[config.mk]
export PLATFORM = sky130hd
export DESIGN_NAME = ovp_word2_formatter
export DESIGN_NICKNAME = d
export VERILOG_FILES = /design/src/rtl/ovp_bch_parity.v /design/src/rtl/ovp_word2_formatter.v
export VERILOG_INCLUDE_DIRS = /design/src /design/src/rtl
export SDC_FILE = /design/constraint.sdc
export NUM_CORES = 1
export LEC_CHECK = 0
export BUFFER_PORTS_ARGS = -buffer_cell sky130_fd_sc_hd__buf_2
export CELL_PAD_IN_SITES_DETAIL_PLACEMENT = 1
export CELL_PAD_IN_SITES_GLOBAL_PLACEMENT = 1
export CORE_MARGIN = 2
export CORE_UTILIZATION = 41
export CTS_CLUSTER_DIAMETER = 40
export DETAILED_ROUTE_END_ITERATION = 10
export GPL_ROUTABILITY_DRIVEN = 0
export GPL_TIMING_DRIVEN = 0
export HOLD_SLACK_MARGIN = 0.15
export PLACE_DENSITY_LB_ADDON = 0.1
export SLEW_MARGIN = 20
export SYNTH_ARGS = -nofsm -noshare
export SYNTH_HDL_FRONTEND = slang
export SYNTH_HIERARCHICAL = 1
export SYNTH_SLANG_ARGS = --single-unit
[constraint.sdc]
create_clock -name aclk -period 3.5 [get_ports aclk]
set_clock_uncertainty 0.2 [all_clocks]
set_input_delay 0 -clock aclk [delete_from_list [all_inputs] [get_ports aclk]]
set_output_delay 0 -clock aclk [all_outputs]
set_load 0.05 [all_outputs]
[src/rtl/ovp_defines.vh]
`ifndef OVP_DEFINES_VH
`define OVP_DEFINES_VH

// ----------------------------------------
// Register byte offsets
// ----------------------------------------
`define OVP_ADDR_W 8
`define OVP_OFF_CTRL 8'h00
`define OVP_OFF_STATUS 8'h04
`define OVP_OFF_FIELDS 8'h08
`define OVP_OFF_WORD_LO 8'h0C
`define OVP_OFF_WORD_HI 8'h10
`define OVP_OFF_PARITY 8'h14

// ----------------------------------------
// Control and status bits
// ----------------------------------------
`define OVP_CTRL_START 0
`define OVP_STAT_BUSY 0
`define OVP_STAT_DROP 1
`define OVP_STAT_CNT_LSB 16
`define OVP_STAT_CNT_MSB 31

// ----------------------------------------
// Word layout, information bits 27..0
// ----------------------------------------
`define OVP_INFO_W 28
`define OVP_PAR_W 12
`define OVP_WORD_W 40
`define OVP_BITS_LAST 6'h27
`define OVP_TYPE_MSB 27
`define OVP_TYPE_LSB 26
`define OVP_COLOR_MSB 25
`define OVP_COLOR_LSB 24
`define OVP_SERIAL_BIT 23
`define OVP_EXT_BIT 22
`define OVP_HOME_BIT 21
`define OVP_ROAM_BIT 20
`define OVP_DTX_MSB 19
`define OVP_DTX_LSB 18
`define OVP_PAGE_MSB 17
`define OVP_PAGE_LSB 13
`define OVP_FILLER_BIT 12
`define OVP_CPA_BIT 11
`define OVP_ACCESS_MSB 10
`define OVP_ACCESS_LSB 4
`define OVP_END_BIT 3
`define OVP_MTYPE_MSB 2
`define OVP_MTYPE_LSB 0

// ----------------------------------------
// Message type codes and reset values
// ----------------------------------------
`define OVP_MTYPE_GLOBAL 3'h4
`define OVP_MTYPE_WORD1 3'h6
`define OVP_MTYPE_WORD2 3'h7
`define OVP_WTYPE_RESET 2'h3
`define OVP_FIELDS_RESET 28'hC000007

// ----------------------------------------
// Parity generator, low 12 bits of the polynomial
// ----------------------------------------
`define OVP_BCH_POLY 12'h539

// ----------------------------------------
// Bus answers
// ----------------------------------------
`define OVP_RESP_OKAY 2'h0
`define OVP_RESP_SLVERR 2'h2

`endif

[src/rtl/ovp_bch_parity.v]
`timescale 1ns/100ps
`include "ovp_defines.vh"

module ovp_bch_parity
#(
  parameter INFO_W = 28,
  parameter PAR_W = 12
)
(
  // Information bits, first sent in the top bit
  input wire [INFO_W-1:0] info,
  // Check bits
  output reg [PAR_W-1:0] parity
);

  reg [PAR_W-1:0] rem;
  reg fb;
  integer i;

  // Long division by the generator, one information bit per step.
  always @*
  begin
    rem = {PAR_W{1'b0}};
    fb = 1'b0;
    for (i = INFO_W - 1; i >= 0; i = i - 1)
    begin
      fb = info[i] ^ rem[PAR_W-1];
      rem = {rem[PAR_W-2:0], 1'b0};
      if (fb)
        rem = rem ^ `OVP_BCH_POLY;
    end
    parity = rem;
  end

endmodule

[src/rtl/ovp_word2_formatter.v]
// Chosen here: the AXI4-Lite register port and the address map.
`timescale 1ns/100ps
`include "ovp_defines.vh"

module ovp_word2_formatter
#(
  parameter ADDR_W = 8,
  parameter CNT_W = 16
)
(
  // Clock, reset and enable
  input wire aclk,
  input wire aresetn,
  input wire ce,
  // AXI4-Lite write address
  input wire [ADDR_W-1:0] s_axi_awaddr,
  input wire s_axi_awvalid,
  output wire s_axi_awready,
  // AXI4-Lite write data
  input wire [31:0] s_axi_wdata,
  input wire [3:0] s_axi_wstrb,
  input wire s_axi_wvalid,
  output wire s_axi_wready,
  // AXI4-Lite write response
  output reg [1:0] s_axi_bresp,
  output reg s_axi_bvalid,
  input wire s_axi_bready,
  // AXI4-Lite read address
  input wire [ADDR_W-1:0] s_axi_araddr,
  input wire s_axi_arvalid,
  output wire s_axi_arready,
  // AXI4-Lite read data
  output reg [31:0] s_axi_rdata,
  output reg [1:0] s_axi_rresp,
  output reg s_axi_rvalid,
  input wire s_axi_rready,
  // Serial word stream, first bit is the top of the word
  output reg tx_bit,
  output wire tx_valid,
  output wire tx_last,
  input wire tx_ready
);

  // ----------------------------------------
  // States
  // ----------------------------------------
  localparam ST_IDLE = 3'h1;
  localparam ST_SHIFT = 3'h2;
  localparam ST_DONE = 3'h4;
  localparam [5:0] BITS_LAST = `OVP_BITS_LAST;

  // ----------------------------------------
  // Declarations
  // ----------------------------------------
  reg [2:0] state_reg;
  reg [2:0] state_next;
  reg [`OVP_INFO_W-1:0] fields_reg;
  reg [`OVP_WORD_W-1:0] word_reg;
  reg [`OVP_WORD_W-1:0] shift_reg;
  reg [5:0] bit_cnt_reg;
  reg [CNT_W-1:0] sent_cnt_reg;
  reg drop_reg;
  reg start_reg;
  reg aw_hold_reg;
  reg w_hold_reg;
  reg [ADDR_W-1:0] aw_addr_reg;
  reg [31:0] w_data_reg;
  reg [3:0] w_strb_reg;
  reg [31:0] rd_mux;
  reg rd_hit;
  reg [31:0] wr_merged;
  wire [`OVP_INFO_W-1:0] info;
  wire [`OVP_PAR_W-1:0] parity;
  wire [1:0] word_type;
  wire [1:0] color_code;
  wire serial_flag;
  wire ext_flag;
  wire home_registration;
  wire roam_registration;
  wire [1:0] discontinuous_tx;
  wire [4:0] paging_count;
  wire filler_read_flag;
  wire combined_paging_access;
  wire [6:0] access_count;
  wire end_flag;
  wire [2:0] message_type;
  wire wr_do;
  wire wr_ctrl;
  wire wr_status;
  wire wr_fields;
  wire wr_known;
  wire start_req;
  wire shift_step;
  wire [31:0] status_word;

  // ----------------------------------------
  // Word fields
  // ----------------------------------------
  // word type bits
  assign word_type = fields_reg[`OVP_TYPE_MSB:`OVP_TYPE_LSB];
  assign color_code = fields_reg[`OVP_COLOR_MSB:`OVP_COLOR_LSB];
  assign serial_flag = fields_reg[`OVP_SERIAL_BIT];
  assign ext_flag = fields_reg[`OVP_EXT_BIT];
  assign home_registration = fields_reg[`OVP_HOME_BIT];
  assign roam_registration = fields_reg[`OVP_ROAM_BIT];
  assign discontinuous_tx = fields_reg[`OVP_DTX_MSB:`OVP_DTX_LSB];
  assign paging_count = fields_reg[`OVP_PAGE_MSB:`OVP_PAGE_LSB];
  assign filler_read_flag = fields_reg[`OVP_FILLER_BIT];
  assign combined_paging_access = fields_reg[`OVP_CPA_BIT];
  assign access_count = fields_reg[`OVP_ACCESS_MSB:`OVP_ACCESS_LSB];
  assign end_flag = fields_reg[`OVP_END_BIT];
  assign message_type = fields_reg[`OVP_MTYPE_MSB:`OVP_MTYPE_LSB];

  assign info = {word_type, color_code, serial_flag, ext_flag,
                 home_registration, roam_registration, discontinuous_tx,
                 paging_count, filler_read_flag, combined_paging_access,
                 access_count, end_flag, message_type};

  // ----------------------------------------
  // Parity
  // ----------------------------------------
  // shortened BCH check
  ovp_bch_parity
  #(
    .INFO_W(`OVP_INFO_W),
    .PAR_W(`OVP_PAR_W)
  )
  u_parity
  (
    .info(info),
    .parity(parity)
  );

  // ----------------------------------------
  // Register bus, write side
  // ----------------------------------------
  // Address and data are held separately so the master may offer them in either order.
  // Readies drop with the enable, so a frozen block never seems to take a request.
  assign s_axi_awready = ce & ~aw_hold_reg & ~s_axi_bvalid;
  assign s_axi_wready = ce & ~w_hold_reg & ~s_axi_bvalid;
  assign wr_do = aw_hold_reg & w_hold_reg & ~s_axi_bvalid;
  assign wr_ctrl = wr_do & (aw_addr_reg == `OVP_OFF_CTRL);
  assign wr_status = wr_do & (aw_addr_reg == `OVP_OFF_STATUS);
  assign wr_fields = wr_do & (aw_addr_reg == `OVP_OFF_FIELDS);
  assign wr_known = wr_ctrl | wr_status | wr_fields |
                    (aw_addr_reg == `OVP_OFF_WORD_LO) |
                    (aw_addr_reg == `OVP_OFF_WORD_HI) |
                    (aw_addr_reg == `OVP_OFF_PARITY);

  always @*
  begin
    wr_merged = {4'h0, fields_reg};
    if (w_strb_reg[0])
      wr_merged[7:0] = w_data_reg[7:0];
    if (w_strb_reg[1])
      wr_merged[15:8] = w_data_reg[15:8];
    if (w_strb_reg[2])
      wr_merged[23:16] = w_data_reg[23:16];
    if (w_strb_reg[3])
      wr_merged[31:24] = w_data_reg[31:24];
  end

  always @(posedge aclk)
  begin
    if (!aresetn)
    begin
      aw_hold_reg <= 1'b0;
      w_hold_reg <= 1'b0;
      aw_addr_reg <= {ADDR_W{1'b0}};
      w_data_reg <= 32'h0;
      w_strb_reg <= 4'h0;
      s_axi_bvalid <= 1'b0;
      s_axi_bresp <= `OVP_RESP_OKAY;
    end
    else if (ce)
    begin
      if (s_axi_awvalid & s_axi_awready)
      begin
        aw_hold_reg <= 1'b1;
        aw_addr_reg <= s_axi_awaddr;
      end
      if (s_axi_wvalid & s_axi_wready)
      begin
        w_hold_reg <= 1'b1;
        w_data_reg <= s_axi_wdata;
        w_strb_reg <= s_axi_wstrb;
      end
      if (wr_do)
      begin
        aw_hold_reg <= 1'b0;
        w_hold_reg <= 1'b0;
        s_axi_bvalid <= 1'b1;
        s_axi_bresp <= wr_known ? `OVP_RESP_OKAY : `OVP_RESP_SLVERR;
      end
      else if (s_axi_bvalid & s_axi_bready)
        s_axi_bvalid <= 1'b0;
    end
  end

  // ----------------------------------------
  // Configuration and sticky status
  // ----------------------------------------
  always @(posedge aclk)
  begin
    if (!aresetn)
    begin
      fields_reg <= `OVP_FIELDS_RESET;
      start_reg <= 1'b0;
      drop_reg <= 1'b0;
    end
    else if (ce)
    begin
      if (wr_fields)
        fields_reg <= wr_merged[`OVP_INFO_W-1:0];
      start_reg <= wr_ctrl & w_strb_reg[0] & w_data_reg[`OVP_CTRL_START];
      // A start that lands while a word is going out, or in the done cycle after it, is counted as dropped.
      if (start_req & ~state_reg[0])
        drop_reg <= 1'b1;
      else if (wr_status & w_strb_reg[0] & w_data_reg[`OVP_STAT_DROP])
        drop_reg <= 1'b0;
    end
  end

  assign start_req = start_reg;

  // ----------------------------------------
  // Word sender
  // ----------------------------------------
  assign tx_valid = state_reg[1] & ce;
  assign tx_last = tx_valid & (bit_cnt_reg == BITS_LAST);
  assign shift_step = tx_valid & tx_ready;

  always @*
  begin
    state_next = state_reg;
    case (state_reg)
      ST_IDLE:
      begin
        if (start_req)
          state_next = ST_SHIFT;
      end
      ST_SHIFT:
      begin
        if (shift_step & (bit_cnt_reg == BITS_LAST))
          state_next = ST_DONE;
      end
      ST_DONE:
        state_next = ST_IDLE;
      default:
        state_next = ST_IDLE;
    endcase
  end

  always @(posedge aclk)
  begin
    if (!aresetn)
    begin
      state_reg <= ST_IDLE;
      word_reg <= {`OVP_WORD_W{1'b0}};
      shift_reg <= {`OVP_WORD_W{1'b0}};
      bit_cnt_reg <= 6'h0;
      sent_cnt_reg <= {CNT_W{1'b0}};
      tx_bit <= 1'b0;
    end
    else if (ce)
    begin
      state_reg <= state_next;
      if (state_reg[0] & start_req)
      begin
        word_reg <= {info, parity};
        shift_reg <= {info[`OVP_INFO_W-2:0], parity, 1'b0};
        tx_bit <= info[`OVP_INFO_W-1];
        bit_cnt_reg <= 6'h0;
      end
      else if (shift_step)
      begin
        tx_bit <= shift_reg[`OVP_WORD_W-1];
        shift_reg <= {shift_reg[`OVP_WORD_W-2:0], 1'b0};
        bit_cnt_reg <= bit_cnt_reg + 6'h1;
      end
      if (state_reg[2])
        sent_cnt_reg <= sent_cnt_reg + {{(CNT_W-1){1'b0}}, 1'b1};
    end
  end

  // ----------------------------------------
  // Register bus, read side
  // ----------------------------------------
  assign s_axi_arready = ce & ~s_axi_rvalid;
  assign status_word = {sent_cnt_reg, 14'h0, drop_reg, ~state_reg[0]};

  always @*
  begin
    rd_mux = 32'h0;
    rd_hit = 1'b1;
    case (s_axi_araddr)
      `OVP_OFF_CTRL:
        rd_mux = 32'h0;
      `OVP_OFF_STATUS:
        rd_mux = status_word;
      `OVP_OFF_FIELDS:
        rd_mux = {4'h0, fields_reg};
      `OVP_OFF_WORD_LO:
        rd_mux = word_reg[31:0];
      `OVP_OFF_WORD_HI:
        rd_mux = {24'h0, word_reg[`OVP_WORD_W-1:32]};
      `OVP_OFF_PARITY:
        rd_mux = {20'h0, parity};
      default:
        rd_hit = 1'b0;
    endcase
  end

  always @(posedge aclk)
  begin
    if (!aresetn)
    begin
      s_axi_rvalid <= 1'b0;
      s_axi_rdata <= 32'h0;
      s_axi_rresp <= `OVP_RESP_OKAY;
    end
    else if (ce)
    begin
      if (s_axi_arvalid & s_axi_arready)
      begin
        s_axi_rvalid <= 1'b1;
        s_axi_rdata <= rd_mux;
        s_axi_rresp <= rd_hit ? `OVP_RESP_OKAY : `OVP_RESP_SLVERR;
      end
      else if (s_axi_rvalid & s_axi_rready)
        s_axi_rvalid <= 1'b0;
    end
  end

endmodule

; ---- Word-level counts from Yosys, hierarchy flattened
; Index checks and enable logic that the tools add are counted.
; W data, S select, Z words.
[totals]
wordCells = 205
reg_bits = 216
[classes]
reduce_logical = 26
n_bitwise = 89
add_sub_neg = 2
eq_ne = 15
mux = 51
[ops]
columns = op, n
row1 = $mux W11, 28
row2 = $not A6 Y6, 27
row3 = $pmux W32 S5, 1
row4 = $mux W40, 2
row5 = $eq A8 B4 Y1 const B, 4
row6 = $eq A8 B5 Y1 const B, 4
row7 = $xor A1 B1 Y1, 26
row8 = $and A1 B1 Y1, 25
row9 = $reduce_and A2 Y1, 12
row10 = $add A16 B1 Y16 const B, 1
row11 = $eq A8 B3 Y1 const B, 2
row12 = $logic_not A8 Y1, 2
row13 = $reduce_and A3 Y1, 5
row14 = $mux W1, 13
row15 = $mux W6, 2
row16 = $reduce_bool A2 Y1, 6
row17 = $add A6 B1 Y6 const B, 1
row18 = $eq A6 B6 Y1 const B, 1
row19 = $mux W3, 2
row20 = $pmux W3 S2, 1
row21 = $reduce_or A6 Y1, 1
row22 = $not A1 Y1, 5
row23 = $or A1 B1 Y1, 5
row24 = $mux W2, 2
row25 = other kinds (4), 5

; ---- Depth between registers and ports, before layout
[depth]
depth_word = 56
mapped_depth = 10

; ---- Modules after synthesis
; The synthesis kept the hierarchy.
[modules_own_cells]
columns = module, area_per_inst_um2, instances, cells_per_inst
row1 = ovp_word2_formatter, 9248.9, 1, 1114
row2 = ovp_bch_parity, 1403.8, 1, 98

; ---- Least setup slack after synthesis
; Ideal clock, no wire load.
[synth_path]
path_kind = register -> register
start = reg fields_reg[25]
end = reg s_axi_rdata[4]
path_slack_ns = -0.011
n_path_buf = 0
path_stages_with_launch = 11
required_ns = 3.178
period_less_slack_ns = 3.511
arrival_ns = 3.189
path_cell_list = dfxtp_1 xor3_2 xor3_1 xnor3_1 xnor3_1 xor3_1 xnor3_1 mux2i_1 nor3_1 a221oi_1 o21ai_1
[synth_via]
elab_chain_len = 39
[synth_rtl]
columns = item, line
row1 = from (decl), ovp_word2_formatter.v:57  ; reg [`OVP_INFO_W-1:0] fields_reg;
row2 = from (signal assigned), ovp_word2_formatter.v:207  ; fields_reg <= `OVP_FIELDS_RESET;
row3 = from (signal assigned), ovp_word2_formatter.v:214  ; fields_reg <= wr_merged[`OVP_INFO_W-1:0];
row4 = $xor A1 B1 Y1 *, ovp_bch_parity.v:27  ; fb = info[i] ^ rem[PAR_W-1];
row5 = $mux W11 *, ovp_bch_parity.v:29  ; if (fb)
row6 = $not A6 Y6 (no line) / $mux W11 (equally long branches), n/a
row7 = $mux W11, ovp_bch_parity.v:29
row8 = $not A6 Y6 (no line), n/a
row9 = $mux W11 *, ovp_bch_parity.v:29
row10 = $mux W11 / $not A6 Y6 (equally long branches), n/a
row11 = $mux W11 *, ovp_bch_parity.v:29
row12 = (+24 left out), n/a
row13 = $mux W11 / $not A6 Y6 (equally long branches), n/a
row14 = $mux W11, ovp_bch_parity.v:29
row15 = $not A6 Y6 (no line) / $xor A1 B1 Y1 (equally long branches), n/a
row16 = $mux W11, ovp_bch_parity.v:29
row17 = $not A6 Y6 (no line), n/a
row18 = $mux W11 *, ovp_bch_parity.v:29
row19 = named net parity[4], ovp_word2_formatter.v:73  ; wire [`OVP_PAR_W-1:0] parity;
row20 = $pmux W32 S5 *, ovp_word2_formatter.v:296  ; case (s_axi_araddr)
row21 = to (signal assigned), ovp_word2_formatter.v:327  ; s_axi_rdata <= rd_mux;
row22 = to (decl), ovp_word2_formatter.v:33  ; output reg [31:0] s_axi_rdata,
; The timed path passes the listed nets; every way through them passes the cells marked *.
; A chain may end at the register's enable or synchronous reset.

; ---- Worst setup path after layout
[layout_path]
start = reg fields_reg[9]
end = reg s_axi_rdata[5]
[layout_via]
elab_chain_len = 16
[layout_rtl]
columns = item, line
row1 = $xor A1 B1 Y1 *, ovp_bch_parity.v:27
row2 = $mux W11 *, ovp_bch_parity.v:29
row3 = $mux W11 / $not A6 Y6 (equally long branches), n/a
row4 = $not A6 Y6 (no line) / $mux W11 (equally long branches), n/a
row5 = $mux W11 *, ovp_bch_parity.v:29
row6 = $xor A1 B1 Y1 / $mux W11 (equally long branches), "ovp_bch_parity.v:27, ovp_bch_parity.v:29"
row7 = $mux W11 *, ovp_bch_parity.v:29
row8 = $mux W11 / $not A6 Y6 (equally long branches) (2 in series), n/a
row9 = $not A6 Y6 (no line) (tied with other cells), n/a
row10 = $mux W11, ovp_bch_parity.v:29
row11 = $not A6 Y6 (no line) / $xor A1 B1 Y1 (equally long branches), n/a
row12 = $mux W11, ovp_bch_parity.v:29
row13 = $not A6 Y6 (no line) / $xor A1 B1 Y1 (equally long branches), n/a
row14 = $mux W11 *, ovp_bch_parity.v:29
row15 = named net parity[5], ovp_word2_formatter.v:73
row16 = $pmux W32 S5 *, ovp_word2_formatter.v:296
; Marked as above.

==> summary.md <==
| Metric | Value |
|---|---|
| Status | complete, but fails checks |
| Violated checks | setup timing |
| Min Tclk post-route | 3.71 ns |
| Worst Path Class, Setup | register to register |
| Max Cap Viol | 0 |
| Die Wd | 165 um |
| Mapped Area | between 10000 and 15000 um^2 |
| Hold crit path type | register to register |
| First-pass GRT wire length | 67.1 mm |
| Largest net degree at the start of global routing | 14 |
| Area share of the largest cell type after synthesis | 40.0% |
| Synth cell count leaders | nand2_1, dfxtp_1, a21boi_0 |
| Initial drt markers | 848 |
| Actual slew at the worst max-slew pin | 0.933 ns |
| Pre-CTS WS | -0.828 ns |
| Router iterations before antenna repair | 6 |
| Leakage power | 6.53 nW |
| Synth area leaders | dfxtp_1, nand2_1, a21boi_0 |
| Most numerous cell in the Yosys netlist | nand2_1 |
| Total GRT Usage | around 33% |
| CP arrival | 3.89 ns |
| Initial antenna violation count | 1 |
| Antenna-violating nets left | 0 |
| CTS clk-pin slew, worst paths | 0.06 ns |
| Max FO, Critical Path | 6 |
| Final HPWL DP | 24.4 mm |
| Standard-cell row count | 58 |
| PnR Total Power | about 6.8 mW |
| Die area | 27300 um^2 |
| Cell Pwr Density | 438 nW/um^2 |
| Max FFs per register | 40 |
| Die Y | 165 um |
| Ports | 105 |
| Distinct cells, synth | 57 |
| Gr ovfl total | 0 |
| Asr flop ratio synth | 0% |
| Placed Cells | 1640 |
| Hold slack | 0.244 ns |
| Synth warn | 6 |
| Register area share after synthesis | 40.0% |
| DRT Wirelength | slightly below 50 mm |
| Final Util | 61.1% |
| Initial Util | 42.1% |
| Worst Path Required | between 3 and 4 ns |
| Via count | approximately 11000 |
| Final std cells w/o fill | 1936 |
| #FFs+latches synth | 213 |
| Post-Syn Instances | 1212 |
| WL/cell | 24.8 um |
| Final worst setup slack | -0.212 ns |
| Layout cells sized above 1 | 21.1% |
| EDFF count, synth | 0 |
| Setup violations, final | 13 |
| Via/cell ratio | between 5 and 6 |
| Yosys top cell by area | dfxtp_1 |
| Hold Fails Final Rpt | 0 |
| RSZ-0062 raised after global routing | true |
| Net count, final | around 1600 |
| H-tree levels | 2 |
| CTS max path bufs | 3 |
| CTS sink count | 213 |
| Area growth from synthesis to layout | 45.3% |
| Clock root cell | clkbuf_16 |
| Max Freq | 0.269 GHz |
| Final worst-path cycle share | 106% |
| Core Area | between 20000 and 30000 um^2 |
| Pins Over Slew Limit | 0 |
| Vias in the first global route | approximately 11000 |
| # port buffers | just under 100 |
| Worst-Skew Late Latency | approximately 0.53 ns |
| TritonCTS buffer count | 37 |
| CTS tree | built |
| DR DRC count | 0 |
| Crit start category | register |
| Ys flop type | dfxtp_1 |
| Post-Synthesis Mean Instance Area | 8.79 um^2 |
| Crit end category | register |
| Slew Limit Headroom | between 30% and 40% |
| IR drop worst, VDD | 0.370 mV |
==> placed cells by master (no fill, tap or decap), types with 26 or more instances in the layout <==
cell,count
o211a_1,40
clkbuf_1,72
clkbuf_16,39
o21ai_0,55
a21boi_0,101
buf_2,103
nor2_1,31
mux2i_1,41
dlygate4sd3_1,160
dfxtp_1,194
nand2_1,284
buf_4,65
nand3_1,84
xnor2_1,26
==> worst max-delay path, stage by stage, from the launching register on <==
cell and delay [ns]:
dfxtp_1 0.65, xor2_1 0.28, xnor3_2 0.47, xnor2_2 0.31, xnor3_2 0.51, xor2_2 0.20, xnor3_2 0.42, mux2i_1 0.17
nor3_1 0.08, a221oi_2 0.20, o21ai_1 0.08
==> path summary, 6_finish.rpt <==
path                                     from                     endpoint  slack (ns)  cells after the start
setup reg to reg   fields_reg[9]$_SDFFE_PN0P_  s_axi_rdata[5]$_SDFFE_PN0P_       -0.21                     10
setup / recovery   fields_reg[9]$_SDFFE_PN0P_  s_axi_rdata[5]$_SDFFE_PN0P_       -0.21                     10
hold reg to reg   s_axi_rdata[3]$_SDFFE_PN0P_  s_axi_rdata[3]$_SDFFE_PN0P_        0.24                      2
hold / removal    s_axi_rdata[3]$_SDFFE_PN0P_  s_axi_rdata[3]$_SDFFE_PN0P_        0.24                      2
==> kinds of logic after synthesis <==
family,share of synthesized area [%]
muxes,3.85
and+or+nand+nor,21.8
other,0.0352
buffers and inverters,3.54
DFF,40.0
xor gates and xnor gates,14.2
AOI/OAI and AO/OA,16.4
adders and majority gates,0.235
==> final cells by class <==
class                      instances  area [um^2]
inverter                           6         22.5
buffer                            89          357
antenna                            1         2.50
timing repair buffer             325         2630
clock inverter                    26          303
multi-input combinational        905         6430
fill                            2847         9850
clock buffer                      41         1000
sequential                       213         4320
tap                              330          413
==> layer usage <==
| metal | up-vias | track usage [%] | routed length [um] |
|---|---|---|---|
| li1 | 4894 | - | - |
| met1 | 5456 | 37.8 | 18400 |
| met2 | 535 | 59.6 | 24100 |
| met3 | 220 | 4.00 | 2650 |
| met4 | 0 | 16.0 | 2950 |
| met5 | - | 0 | 0 |
==> power by group <==
part           internal [mW]  switching [mW]
Sequential              2.44          0.0294
Clock                   2.46            1.40
Combinational          0.205           0.248
Total                   5.11            1.67
==> repair_timing <==
item	CTS	global route
endpoints found under the setup margin	28	23
buffers inserted	31	37
hold buffers	160	0
cloned	0	0
hold endpoints to repair	91	0
resized for setup	68	39
pin swaps	30	15
==> stage by stage <==
stage                     area, um^2  TNS (ns)
after floorplan                10700         0
after global placement         11600     -5.00
after detailed placement       11600     -6.52
after CTS                      15000   -0.0482
after global routing           15500     -1.87
final                          15500     -1.42
No activity file was read; power rests on OpenSTA's default activity.
